<file path="src/verilog/ptpic_cfg.svh">
// Offsets, field positions, reset values and timing counts of the PTP instance block
//
// How it works
// - Disabled instance neither sends nor accepts messages
// - Echo answers follow port enable alone
// - Leader-only role is Active or Passive only
// - Follower-only role never leads, still locks
// - Ordinary clock follows instead of going Passive
// - Default domain 127 media, else 0
// - Defaults: priorities 128, timeout 3, intervals
// - Multicast model multicasts every message
// - Unicast model uses candidate leader list, not leader
// - Mixed: multicast general, unicast delay exchange
// - Mixed only follower-only, not audio profile
// - Combined setting leader-only, not audio profile
// - Domain limited to 0 to 127
// - Priorities 0-255, locked in follower-only role except when a defaults load sets them to 128
// - Dynamic priority off, on P1 or P2
// - Restore drops offset, reruns selection
// - Dynamic offset 2 to 10, floor 0
// - Announce discarded when steps reach limit, not leader
// - Asymmetry -20 to +20 us, not leader
// - Announce interval: leader period, unicast grant rate
// - Missing Announces declare leader lost, reselect
`ifndef PTPIC_CFG_SVH
`define PTPIC_CFG_SVH
// ----------------------------------------
// Register offsets
// ----------------------------------------
`define PTPIC_OFF_CTRL 12'h000
`define PTPIC_OFF_DOMAIN 12'h004
`define PTPIC_OFF_PRIO 12'h008
`define PTPIC_OFF_MSG 12'h00C
`define PTPIC_OFF_FOLLOW 12'h010
`define PTPIC_OFF_STATUS 12'h014
// ----------------------------------------
// Field positions
// ----------------------------------------
`define PTPIC_CTRL_EN 0
`define PTPIC_CTRL_ROLE 2:1
`define PTPIC_CTRL_PROF 4:3
`define PTPIC_CTRL_MODEL 6:5
`define PTPIC_CTRL_DYN 8:7
`define PTPIC_CTRL_LOAD 9
`define PTPIC_CTRL_RESTORE 10
`define PTPIC_PRIO_P1 7:0
`define PTPIC_PRIO_P2 15:8
`define PTPIC_PRIO_OFS 19:16
`define PTPIC_MSG_ANN 3:0
`define PTPIC_MSG_SYNC 7:4
`define PTPIC_MSG_TMO 11:8
`define PTPIC_FOL_STEPS 7:0
`define PTPIC_FOL_ASYM 21:16
// ----------------------------------------
// Reset and profile default values
// ----------------------------------------
`define PTPIC_DOM_MEDIA 7'h7F
`define PTPIC_DOM_OTHER 7'h00
`define PTPIC_DOM_MAX 7'h7F
`define PTPIC_PRIO_DEF 8'h80
`define PTPIC_TMO_DEF 4'h3
`define PTPIC_ANN_MEDIA 4'h0
`define PTPIC_ANN_OTHER 4'h1
`define PTPIC_SYNC_DEF 4'hD
`define PTPIC_SYNC_GEN 4'h0
`define PTPIC_OFS_MIN 4'h2
`define PTPIC_OFS_MAX 4'hA
`define PTPIC_STEPS_DEF 8'hFF
`define PTPIC_ASYM_MIN (-6'sd20)
`define PTPIC_ASYM_MAX (6'sd20)
// ----------------------------------------
// Timing
// ----------------------------------------
`define PTPIC_CLK_PERIOD_NS 50
`define PTPIC_SECOND_NS 1000000000
`define PTPIC_SECOND_CYCLES (`PTPIC_SECOND_NS / `PTPIC_CLK_PERIOD_NS)
`endif

</file>
<file path="src/verilog/ptpic_pkg.sv">
// Types shared by the PTP instance block
`default_nettype none
package ptpic_pkg;
  typedef enum logic [1:0] {PTPIC_LEADER = 2'h0, PTPIC_FOLLOWER = 2'h1, PTPIC_ORDINARY = 2'h2} ptpic_role_t;
  typedef enum logic [1:0] {PTPIC_MEDIA = 2'h0, PTPIC_AUDIO = 2'h1, PTPIC_GENERIC = 2'h2} ptpic_prof_t;
  typedef enum logic [1:0] {PTPIC_MCAST = 2'h0, PTPIC_UCAST = 2'h1, PTPIC_MIXED = 2'h2, PTPIC_BOTH = 2'h3} ptpic_model_t;
  typedef enum logic [1:0] {PTPIC_DYN_OFF = 2'h0, PTPIC_DYN_P1 = 2'h1, PTPIC_DYN_P2 = 2'h2} ptpic_dyn_t;
  typedef enum logic [4:0] {
    PTPIC_ST_OFF = 5'h01, PTPIC_ST_LISTEN = 5'h02, PTPIC_ST_ACTIVE = 5'h04,
    PTPIC_ST_PASSIVE = 5'h08, PTPIC_ST_FOLLOW = 5'h10
  } ptpic_state_t;
  // Received Announce summary from the message parser
  typedef struct packed {
    logic valid;
    logic from_leader;
    logic [7:0] steps;
  } ptpic_ann_t;
  // Addressing choices for the transmit path
  typedef struct packed {
    logic gen_mcast;
    logic delay_ucast;
    logic resp_mirror;
    logic use_list;
  } ptpic_addr_t;
endpackage : ptpic_pkg
`default_nettype wire

</file>
<file path="src/verilog/ptpic_top.sv">
// PTP instance configuration, role state and leader-loss timing with APB registers
//
// Chosen here: the APB interface to the registers and the address map.
`timescale 1ns/1ps
`default_nettype none
`include "ptpic_cfg.svh"
module ptpic_top import ptpic_pkg::*; #(
  parameter int unsigned SECOND_CYCLES = `PTPIC_SECOND_CYCLES
) (
  input wire logic CORE_CLK_I,
  input wire logic RST_I,
  input wire logic PSEL_I,
  input wire logic PENABLE_I,
  input wire logic PWRITE_I,
  input wire logic [11:0] PADDR_I,
  input wire logic [31:0] PWDATA_I,
  output logic [31:0] PRDATA_O,
  output logic PREADY_O,
  output logic PSLVERR_O,
  input wire logic PORT_EN_I,
  input wire ptpic_ann_t ANN_RX_I,
  input wire logic SEL_DONE_I,
  input wire logic SEL_LOCAL_I,
  output logic TX_PERMIT_O,
  output logic RX_PERMIT_O,
  output logic PING_ANSWER_O,
  output ptpic_addr_t ADDR_O,
  output logic ANN_TX_O,
  output logic LEADER_LOST_O,
  output logic SEL_RERUN_O,
  output logic [7:0] APPLIED_P1_O,
  output logic [7:0] APPLIED_P2_O,
  output logic [3:0] GRANT_ANN_O,
  output logic [3:0] GRANT_SYNC_O,
  output logic signed [5:0] ASYM_O
);
  // ----------------------------------------
  // Helpers
  // ----------------------------------------
  // Interval code is log2 seconds, two's complement
  function automatic logic [31:0] ptpic_ivl(input logic [3:0] lg);
    logic [31:0] sec;
    sec = SECOND_CYCLES;
    if (!lg[3]) begin
      ptpic_ivl = sec << lg;
    end else begin
      ptpic_ivl = sec >> (4'h0 - lg);
    end
  endfunction : ptpic_ivl

  // Base minus offset, held at zero
  function automatic logic [7:0] ptpic_sub(input logic [7:0] b, input logic [3:0] o);
    ptpic_sub = (b > {4'h0, o}) ? (b - {4'h0, o}) : 8'h00;
  endfunction : ptpic_sub

  function automatic logic model_ok(input logic [1:0] m, input logic [1:0] r, input logic [1:0] p);
    model_ok = (m == PTPIC_MIXED) ? (r == PTPIC_FOLLOWER && p != PTPIC_AUDIO) :
               (m == PTPIC_BOTH) ? (r == PTPIC_LEADER && p != PTPIC_AUDIO) : 1'b1;
  endfunction : model_ok

  // ----------------------------------------
  // Configuration registers
  // ----------------------------------------
  logic en, next_en;
  logic [1:0] role, next_role, prof, next_prof, model, next_model, dyn, next_dyn;
  logic [6:0] domain, next_domain;
  logic [7:0] p1, next_p1, p2, next_p2, steps_max, next_steps_max;
  logic [3:0] ofs, next_ofs, ann_lg, next_ann_lg, sync_lg, next_sync_lg, tmo, next_tmo;
  logic signed [5:0] asym, next_asym;
  logic wr, rd_setup, restore_cmd;
  logic [31:0] next_prdata, rdata;
  logic [4:0] st;
  ptpic_state_t state, next_state;
  assign st = state;

  assign wr = PSEL_I && PENABLE_I && PWRITE_I;
  assign rd_setup = PSEL_I && !PENABLE_I && !PWRITE_I;
  assign restore_cmd = wr && PADDR_I == `PTPIC_OFF_CTRL && PWDATA_I[`PTPIC_CTRL_RESTORE];

  // Illegal field values are dropped field by field; a model left illegal by the new role or profile falls back to multicast
  always_comb begin
    next_en = en;
    next_role = role;
    next_prof = prof;
    next_model = model;
    next_dyn = dyn;
    next_domain = domain;
    next_p1 = p1;
    next_p2 = p2;
    next_ofs = ofs;
    next_ann_lg = ann_lg;
    next_sync_lg = sync_lg;
    next_tmo = tmo;
    next_steps_max = steps_max;
    next_asym = asym;
    if (wr) begin
      unique case (PADDR_I)
        `PTPIC_OFF_CTRL: begin
          next_en = PWDATA_I[`PTPIC_CTRL_EN];
          if (PWDATA_I[`PTPIC_CTRL_ROLE] != 2'h3) begin
            next_role = PWDATA_I[`PTPIC_CTRL_ROLE];
          end
          if (PWDATA_I[`PTPIC_CTRL_PROF] != 2'h3) begin
            next_prof = PWDATA_I[`PTPIC_CTRL_PROF];
          end
          if (PWDATA_I[`PTPIC_CTRL_DYN] != 2'h3) begin
            next_dyn = PWDATA_I[`PTPIC_CTRL_DYN];
          end
          // Model checked against the role and profile being written
          if (model_ok(PWDATA_I[`PTPIC_CTRL_MODEL], next_role, next_prof)) begin
            next_model = PWDATA_I[`PTPIC_CTRL_MODEL];
          end else if (!model_ok(model, next_role, next_prof)) begin
            next_model = PTPIC_MCAST;
          end
          if (PWDATA_I[`PTPIC_CTRL_LOAD]) begin
            next_domain = (next_prof == PTPIC_MEDIA) ? `PTPIC_DOM_MEDIA : `PTPIC_DOM_OTHER;
            next_p1 = `PTPIC_PRIO_DEF;
            next_p2 = `PTPIC_PRIO_DEF;
            next_tmo = `PTPIC_TMO_DEF;
            next_ann_lg = (next_prof == PTPIC_MEDIA) ? `PTPIC_ANN_MEDIA : `PTPIC_ANN_OTHER;
            next_sync_lg = (next_prof == PTPIC_GENERIC) ? `PTPIC_SYNC_GEN : `PTPIC_SYNC_DEF;
          end
        end
        `PTPIC_OFF_DOMAIN: begin
          next_domain = PWDATA_I[6:0];
        end
        `PTPIC_OFF_PRIO: begin
          if (role != PTPIC_FOLLOWER) begin
            next_p1 = PWDATA_I[`PTPIC_PRIO_P1];
            next_p2 = PWDATA_I[`PTPIC_PRIO_P2];
            if (PWDATA_I[`PTPIC_PRIO_OFS] >= `PTPIC_OFS_MIN && PWDATA_I[`PTPIC_PRIO_OFS] <= `PTPIC_OFS_MAX) begin
              next_ofs = PWDATA_I[`PTPIC_PRIO_OFS];
            end
          end
        end
        `PTPIC_OFF_MSG: begin
          // Multicast and mixed followers take the leader's rates
          if (role != PTPIC_FOLLOWER || model == PTPIC_UCAST) begin
            next_ann_lg = PWDATA_I[`PTPIC_MSG_ANN];
            next_sync_lg = PWDATA_I[`PTPIC_MSG_SYNC];
          end
          if (PWDATA_I[`PTPIC_MSG_TMO] != 4'h0) begin
            next_tmo = PWDATA_I[`PTPIC_MSG_TMO];
          end
        end
        `PTPIC_OFF_FOLLOW: begin
          if (role != PTPIC_LEADER) begin
            next_steps_max = PWDATA_I[`PTPIC_FOL_STEPS];
            if ($signed(PWDATA_I[`PTPIC_FOL_ASYM]) >= `PTPIC_ASYM_MIN
                && $signed(PWDATA_I[`PTPIC_FOL_ASYM]) <= `PTPIC_ASYM_MAX) begin
              next_asym = $signed(PWDATA_I[`PTPIC_FOL_ASYM]);
            end
          end
        end
        default: begin
        end
      endcase
    end
  end

  // Register read data, captured in the setup cycle
  always_comb begin
    unique case (PADDR_I)
      `PTPIC_OFF_CTRL: rdata = {21'h0, 2'h0, dyn, model, prof, role, en};
      `PTPIC_OFF_DOMAIN: rdata = {25'h0, domain};
      `PTPIC_OFF_PRIO: rdata = {12'h0, ofs, p2, p1};
      `PTPIC_OFF_MSG: rdata = {20'h0, tmo, sync_lg, ann_lg};
      `PTPIC_OFF_FOLLOW: rdata = {10'h0, asym, 8'h0, steps_max};
      `PTPIC_OFF_STATUS: rdata = {11'h0, st, APPLIED_P2_O, APPLIED_P1_O};
      default: rdata = 32'h0;
    endcase
    next_prdata = rd_setup ? rdata : PRDATA_O;
  end

  always_ff @(posedge CORE_CLK_I) begin
    if (RST_I) begin
      en <= 1'b0;
      role <= PTPIC_LEADER;
      prof <= PTPIC_MEDIA;
      model <= PTPIC_MCAST;
      dyn <= PTPIC_DYN_OFF;
      domain <= `PTPIC_DOM_MEDIA;
      p1 <= `PTPIC_PRIO_DEF;
      p2 <= `PTPIC_PRIO_DEF;
      ofs <= `PTPIC_OFS_MIN;
      ann_lg <= `PTPIC_ANN_MEDIA;
      sync_lg <= `PTPIC_SYNC_DEF;
      tmo <= `PTPIC_TMO_DEF;
      steps_max <= `PTPIC_STEPS_DEF;
      asym <= 6'sd0;
      PRDATA_O <= 32'h0;
    end else begin
      en <= next_en;
      role <= next_role;
      prof <= next_prof;
      model <= next_model;
      dyn <= next_dyn;
      domain <= next_domain;
      p1 <= next_p1;
      p2 <= next_p2;
      ofs <= next_ofs;
      ann_lg <= next_ann_lg;
      sync_lg <= next_sync_lg;
      tmo <= next_tmo;
      steps_max <= next_steps_max;
      asym <= next_asym;
      PRDATA_O <= next_prdata;
    end
  end

  // Zero wait states; unmapped offsets flag an error
  assign PREADY_O = 1'b1;
  assign PSLVERR_O = PSEL_I && PENABLE_I && (PADDR_I > `PTPIC_OFF_STATUS || PADDR_I[1:0] != 2'h0);

  // ----------------------------------------
  // Role state and leader-loss timing
  // ----------------------------------------
  logic ann_ok, ivl_tick, lost, restored, next_restored, rerun, next_rerun;
  logic [31:0] cnt, next_cnt;
  logic [3:0] miss, next_miss;

  // Only Announces below the step limit refresh the leader; leader-only ignores the limit
  assign ann_ok = en && ANN_RX_I.valid && ANN_RX_I.from_leader
                  && (role == PTPIC_LEADER || ANN_RX_I.steps < steps_max);
  assign ivl_tick = cnt >= ptpic_ivl(ann_lg) - 32'h1;
  // An Announce that lands on the last tick still saves the leader
  assign lost = ivl_tick && miss + 4'h1 >= tmo && !ann_ok
                && (state == PTPIC_ST_PASSIVE || state == PTPIC_ST_FOLLOW);

  always_comb begin
    next_state = state;
    next_restored = restored;
    next_rerun = 1'b0;
    next_cnt = ivl_tick ? 32'h0 : cnt + 32'h1;
    next_miss = ivl_tick ? miss + 4'h1 : miss;
    if (ann_ok) begin
      next_cnt = 32'h0;
      next_miss = 4'h0;
    end
    unique case (state)
      PTPIC_ST_OFF: begin
        if (en) begin
          next_state = PTPIC_ST_LISTEN;
        end
      end
      PTPIC_ST_LISTEN, PTPIC_ST_ACTIVE: begin
        if (SEL_DONE_I) begin
          if (SEL_LOCAL_I && role != PTPIC_FOLLOWER) begin
            next_state = PTPIC_ST_ACTIVE;
          end else if (role == PTPIC_LEADER) begin
            next_state = PTPIC_ST_PASSIVE;
          end else begin
            next_state = PTPIC_ST_FOLLOW;
          end
        end else if (state == PTPIC_ST_ACTIVE && role == PTPIC_FOLLOWER) begin
          // Role rewritten to follower-only: stop leading at once
          next_state = PTPIC_ST_LISTEN;
        end
      end
      PTPIC_ST_PASSIVE, PTPIC_ST_FOLLOW: begin
        if (lost) begin
          // Passive leader starts announcing; follower reselects
          next_state = (state == PTPIC_ST_PASSIVE) ? PTPIC_ST_ACTIVE : PTPIC_ST_LISTEN;
          next_rerun = 1'b1;
        end else if (SEL_DONE_I && SEL_LOCAL_I && role == PTPIC_ORDINARY) begin
          next_state = PTPIC_ST_ACTIVE;
        end else if (role != PTPIC_LEADER && state == PTPIC_ST_PASSIVE) begin
          next_state = PTPIC_ST_FOLLOW;
        end else if (role == PTPIC_LEADER && state == PTPIC_ST_FOLLOW) begin
          next_state = PTPIC_ST_PASSIVE;
        end
      end
      default: begin
        next_state = PTPIC_ST_OFF;
      end
    endcase
    // Misses only count while another clock leads
    if (lost || !(state == PTPIC_ST_PASSIVE || state == PTPIC_ST_FOLLOW)) begin
      next_miss = 4'h0;
    end
    if (!en) begin
      next_state = PTPIC_ST_OFF;
    end
    // Restore holds until the instance leaves the Active state
    if (state == PTPIC_ST_ACTIVE && restore_cmd && dyn != PTPIC_DYN_OFF && !restored) begin
      next_restored = 1'b1;
      next_rerun = 1'b1;
    end else if (next_state != PTPIC_ST_ACTIVE) begin
      next_restored = 1'b0;
    end
  end

  always_ff @(posedge CORE_CLK_I) begin
    if (RST_I) begin
      state <= PTPIC_ST_OFF;
      cnt <= 32'h0;
      miss <= 4'h0;
      restored <= 1'b0;
      rerun <= 1'b0;
    end else begin
      state <= next_state;
      cnt <= next_cnt;
      miss <= next_miss;
      restored <= next_restored;
      rerun <= next_rerun;
    end
  end

  // ----------------------------------------
  // Outputs
  // ----------------------------------------
  logic dyn_on;
  assign dyn_on = state == PTPIC_ST_ACTIVE && !restored;
  assign APPLIED_P1_O = (dyn_on && dyn == PTPIC_DYN_P1) ? ptpic_sub(p1, ofs) : p1;
  assign APPLIED_P2_O = (dyn_on && dyn == PTPIC_DYN_P2) ? ptpic_sub(p2, ofs) : p2;
  assign TX_PERMIT_O = en;
  assign RX_PERMIT_O = en;
  assign PING_ANSWER_O = PORT_EN_I;
  assign ANN_TX_O = state == PTPIC_ST_ACTIVE && ivl_tick;
  assign LEADER_LOST_O = rerun && state != PTPIC_ST_ACTIVE || rerun && restored == 1'b0 && state == PTPIC_ST_ACTIVE;
  assign SEL_RERUN_O = rerun;
  assign ADDR_O.gen_mcast = model != PTPIC_UCAST;
  assign ADDR_O.delay_ucast = model == PTPIC_UCAST || model == PTPIC_MIXED;
  assign ADDR_O.resp_mirror = model == PTPIC_BOTH;
  assign ADDR_O.use_list = model == PTPIC_UCAST && role != PTPIC_LEADER;
  assign GRANT_ANN_O = ann_lg;
  assign GRANT_SYNC_O = sync_lg;
  assign ASYM_O = asym;

  // ----------------------------------------
  // Checks
  // ----------------------------------------
  a_off_silent: assert property (@(posedge CORE_CLK_I) disable iff (RST_I)
    !en |-> !TX_PERMIT_O && !RX_PERMIT_O ##1 state == PTPIC_ST_OFF) else $error("disabled instance active");
  a_ping_kept: assert property (@(posedge CORE_CLK_I) disable iff (RST_I)
    (PORT_EN_I && !en) |-> PING_ANSWER_O) else $error("ping dropped");
  a_leader_role: assert property (@(posedge CORE_CLK_I) disable iff (RST_I)
    role == PTPIC_LEADER && $stable(role) |-> state != PTPIC_ST_FOLLOW) else $error("leader-only followed");
  a_follower_role: assert property (@(posedge CORE_CLK_I) disable iff (RST_I)
    role == PTPIC_FOLLOWER && $past(role) == PTPIC_FOLLOWER |-> state != PTPIC_ST_ACTIVE)
    else $error("follower-only led");
  a_model_legal: assert property (@(posedge CORE_CLK_I) disable iff (RST_I)
    model == PTPIC_MIXED |-> role == PTPIC_FOLLOWER && prof != PTPIC_AUDIO) else $error("illegal mixed");
  a_both_legal: assert property (@(posedge CORE_CLK_I) disable iff (RST_I)
    model == PTPIC_BOTH |-> role == PTPIC_LEADER && prof != PTPIC_AUDIO) else $error("illegal combined");
  a_media_dom: assert property (@(posedge CORE_CLK_I) disable iff (RST_I)
    wr && PADDR_I == `PTPIC_OFF_CTRL && PWDATA_I[9] && PWDATA_I[4:3] == 2'h0 |=> domain == 7'h7F && tmo == 4'h3)
    else $error("bad defaults");
  a_prio_lock: assert property (@(posedge CORE_CLK_I) disable iff (RST_I)
    role == PTPIC_FOLLOWER && !(wr && PADDR_I == `PTPIC_OFF_CTRL) |=> $stable(p1) && $stable(p2))
    else $error("priority changed");
  a_ofs_range: assert property (@(posedge CORE_CLK_I) disable iff (RST_I)
    ofs >= 4'h2 && ofs <= 4'hA) else $error("offset out of range");
  a_loss_rerun: assert property (@(posedge CORE_CLK_I) disable iff (RST_I)
    lost && en |=> SEL_RERUN_O && (state == PTPIC_ST_ACTIVE || state == PTPIC_ST_LISTEN))
    else $error("loss not acted on");
endmodule : ptpic_top
`default_nettype wire

</file>
<file path="config.mk">
export PLATFORM = sky130hd
export DESIGN_NAME = ptpic_top
export DESIGN_NICKNAME = d
export VERILOG_FILES = /design/src/verilog/ptpic_pkg.sv /design/src/verilog/ptpic_top.sv
export VERILOG_INCLUDE_DIRS = /design/src /design/src/verilog
export SDC_FILE = /design/constraint.sdc
export NUM_CORES = 1
export LEC_CHECK = 0
export BUFFER_PORTS_ARGS = -buffer_cell sky130_fd_sc_hd__buf_4
export CELL_PAD_IN_SITES_DETAIL_PLACEMENT = 1
export CELL_PAD_IN_SITES_GLOBAL_PLACEMENT = 1
export CORE_MARGIN = 5
export CORE_UTILIZATION = 39
export CTS_CLUSTER_DIAMETER = 40
export CTS_CLUSTER_SIZE = 25
export DETAILED_ROUTE_END_ITERATION = 7
export GPL_TIMING_DRIVEN = 0
export PLACE_DENSITY_LB_ADDON = 0.1
export SLEW_MARGIN = 20
export SYNTH_ARGS = -nofsm -noshare
export SYNTH_HDL_FRONTEND = slang
export SYNTH_SLANG_ARGS = --single-unit
</file>
<file path="constraint.sdc">
create_clock -name CORE_CLK_I -period 5.85 [get_ports CORE_CLK_I]
set_clock_uncertainty 0.05 [all_clocks]
set_input_delay 1.17 -clock CORE_CLK_I [delete_from_list [all_inputs] [get_ports CORE_CLK_I]]
set_output_delay 1.17 -clock CORE_CLK_I [all_outputs]
set_load 0.01 [all_outputs]
</file>
==> flow_metrics.py <==
metrics = {
    "power": {
        "p_clk_share_pct": 53.9,
        "power.ir.vdd_worst_mv": 0.152,
        "power.leakage_nw": 4.80,
        "p_sw_share_pct": 24.8,
        "power.switching_mw": 0.529,
        "internal-power_mw": 1.60,
        "power_per_cell_area_nw_per_um2": 182,
        "finalPower_mw": 2.13,
        "pwr-share-comb_pct": 5.3,
        "pwr-share-seq_pct": 40.7,
    },
    "finish": {
        "final_area_um2": 11700,
        "fin_cells": 1693,
        "fillers": 2794,
        "synthToLayoutAreaGrowth_pct": 29.0,
        "final_layout_size_suffix_gt1_share_pct": 21.0,
        "final_nets": 1497,
        "utilization_pct": 51.4,
    },
    "worst_setup_path": {
        "crit_fanout": 4,
        "worstPathRequired_ns": 4.63,
        "r2r_cells": 25,
        "path_class": "reg2out",
        "setup.worst_path.end_class": "output port",
        "critPathArrivalTime_ns": 5.02,
        "start_kind": "register",
    },
    "clock_tree": {
        "h-tree-depth": 4,
        "cts_sinks": 127,
        "root_buffer": "clkbuf_16",
        "numCtsBuffers": 17,
        "clkSlewWorstSetupHoldPaths_ns": 0.06,
        "cts_tree": "done",
        "insertion_delay_ns": 0.43,
        "cts_buffer_depth": 2,
    },
    "routing": {
        "routedWlPerCell_um": 21.3,
        "vias_per_cell": 5.79,
        "totalWireLength_mm": 36.1,
        "vias": 9810,
        "drt_iter0_drc": 823,
        "drc": 0,
        "drtPass1Iterations": 6,
        "postRouteAntennaNets": 0,
    },
    "sta": {
        "period_needed_ns": 6.24,
        "timing.fmax_mhz": 160,
        "setup_ws_ns": -0.385,
        "rsz0062_at_grt": "yes",
        "finalCritPeriodShare_pct": 107,
        "finalSetupViolCount": 1,
        "hold_violations": 0,
        "maxSlewViolCount": 0,
        "tightest_slew_ns": 1.03,
        "tns_ns": -0.385,
        "relSlewSlack_pct": 31.4,
    },
    "synth": {
        "synth_top_family_by_area": "simple AND/OR/NAND/NOR gates",
        "avgSynthCellArea_um2": 7.68,
        "synth_compound_area_share_pct": 21.9,
        "synth-xor-area-share_pct": 5.11,
        "syn_area_um2": 9080,
        "yosys_register_bits": 127,
        "synth-simple-area-share_pct": 25.8,
        "synth_ff_type": "dfxtp_1",
        "synth.area.top_cells": "dfxtp_1 (28%), ha_1 (9.2%), nand2_1 (5.8%)",
        "synth_cells": 1183,
        "synth-seq-area-share_pct": 28.0,
        "ys_warn_count": 0,
        "yosys.area.top_type_share_pct": 28.0,
        "synth_area_leader_cell": "dfxtp_1",
        "synthMuxAreaShare_pct": 2.49,
        "synth.distinct_cells": 83,
        "synth_enable_flop_cells": 0,
        "synthAdderAreaFrac_pct": 9.67,
        "async_reset_ff_share_pct": 0,
    },
    "place": {
        "place_area_um2": 10300,
        "place.gp.congestion": 0.931,
        "dp.final_hpwl_mm": 26.8,
        "numPortBuffers": 108,
        "post-place-cells": 1613,
    },
    "status": {
        "violations": "setup timing",
        "status": "complete, but fails checks",
    },
    "floorplanning": {
        "ios": 136,
        "die_w_um": 163,
        "rows": 55,
        "die_area_um2": 26400,
        "initial_core_util_pct": 39.9,
        "die_h_um": 163,
        "coreArea_um2": 22800,
    },
    "grt": {
        "antenna_found_initial": 0,
        "grt_start_max_net_pins": 17,
        "grt_first_pass_wirelength_mm": 55.7,
        "grt_use_total_pct": 26.6,
        "grt_pass1_vias": 9970,
        "overflow": 0,
    },
    "min_path": {
        "hold_class": "reg2reg",
        "hold_depth": 2,
    },
    "job": {
        "maxCapViolCount": 0,
    },
}
## worst max-delay path: stages (launching register included)
cell        delay [ns]
dfxtp_4           0.36
clkbuf_16         0.13
clkinvlp_4        0.15
buf_6             0.16
buf_4             0.13
ha_4              0.23
and3b_1           0.16
a311o_1           0.35
o21bai_1          0.18
or4b_4            0.55
or3b_4            0.42
nor4_4            0.13
buf_4             0.18
a21oi_2           0.04
ha_1              0.30
nand4_1           0.13
a2111o_1          0.45
a31oi_4           0.24
nor2_4            0.07
nor2_1            0.10
buf_4             0.13
## per-layer routing
metal | global-route usage [%] | vias up | part of all wire, %
li1 | - | 4610 | -
met1 | 32.5 | 4786 | 42
met2 | 46.0 | 329 | 49
met3 | 4.86 | 85 | 5.2
met4 | 11.4 | 0 | 4.1
met5 | 0 | - | 0
## state kept, by name, summed over array words and instances (netlist names), 2 cells and up
| name | flops |
|---|---|
| ASYM_O | 6 |
| GRANT_ANN_O | 4 |
| GRANT_SYNC_O | 4 |
| PRDATA_O | 22 |
| cnt | 32 |
| domain | 7 |
| dyn | 2 |
| miss | 4 |
| model | 2 |
| ofs | 4 |
| p1 | 8 |
| p2 | 8 |
| prof | 2 |
| role | 2 |
| st | 5 |
| steps_max | 8 |
| tmo | 4 |
## Yosys cell counts (27+ instances only)
library cell / instances
nand3_1: 54
o211ai_1: 28
nand2_1: 140
ha_1: 67
a21oi_1: 93
o21ai_0: 55
nor2_1: 125
inv_1: 54
xor2_1: 27
clkbuf_1: 52
nor3_1: 37
dfxtp_1: 127
## worst paths after layout
check / start / end / slack (ns)
worst max-delay path: GRANT_ANN_O[0] / ANN_TX_O / -0.39
worst min-delay path: PRDATA_O[14] / PRDATA_O[14] / 0.39
worst max register to register: GRANT_ANN_O[0] / miss[3] / 0.27
worst min register to register: PRDATA_O[14] / PRDATA_O[14] / 0.39
## placed cells by master, fill, tap and decap left out, drive strengths merged, types with 15 or more instances in the layout
cell type and instances:
nor3 37, inv 57, a221oi 15, and3 18, nor2 125, ha 67
o21ai 57, nand2 140, dfxtp 127, o211ai 28, a21oi 93, buf 176
nand3 54, clkbuf 72, mux2i 17, xor2 27, nand4 17, a22oi 18
xnor2 26
## power groups by stage
stage | Combinational, mW | Sequential [mW] | Clock, mW
CTS | 0.108 | 0.868 | 1.16
global placement | 0.105 | 0.888 | 0
detailed placement | 0.106 | 0.888 | 0
floorplan | 0.0488 | 0.887 | 0
finish | 0.113 | 0.868 | 1.15
global route | 0.122 | 0.868 | 1.20
## per-stage QoR
step / hold slack, ns / setup WS [ns]
after floorplan: 0.375 / 0.0201
after global placement: 0.378 / -1.36
after detailed placement: 0.383 / -1.44
after CTS: 0.392 / -0.288
after global routing: 0.422 / -0.597
final: 0.385 / -0.385
## repair_timing
action / in CTS / in global routing
resized for setup: 55 / 36
hold buffers: 0 / 0
pin swaps: 22 / 20
gates cloned: 0 / 1
setup buffers: 39 / 13
endpoints found under the setup margin: 43 / 36
## area by class of cell
cell class	count	area, um2	area share [%]
diodes	1	2.50	0.0214
plain buffers	72	473	4.04
clock buffers	18	439	3.75
clock inverters	14	181	1.55
inverters	56	221	1.89
multi-input cells	934	6230	53.1
flip-flops and latches	127	2550	21.8
well taps	313	392	3.34
repair buffers	158	1230	10.5
## kinds of logic (layout without fill, tap and decap cells)
logic type	Yosys count	count (layout)
compound gates	305	305
mux	22	22
buf+inv	131	318
flops	127	127
simple gates	474	474
other cells	2	12
xor+xnor	53	53
fa+ha+maj	69	69
No activity file was read; power rests on OpenSTA's default activity.
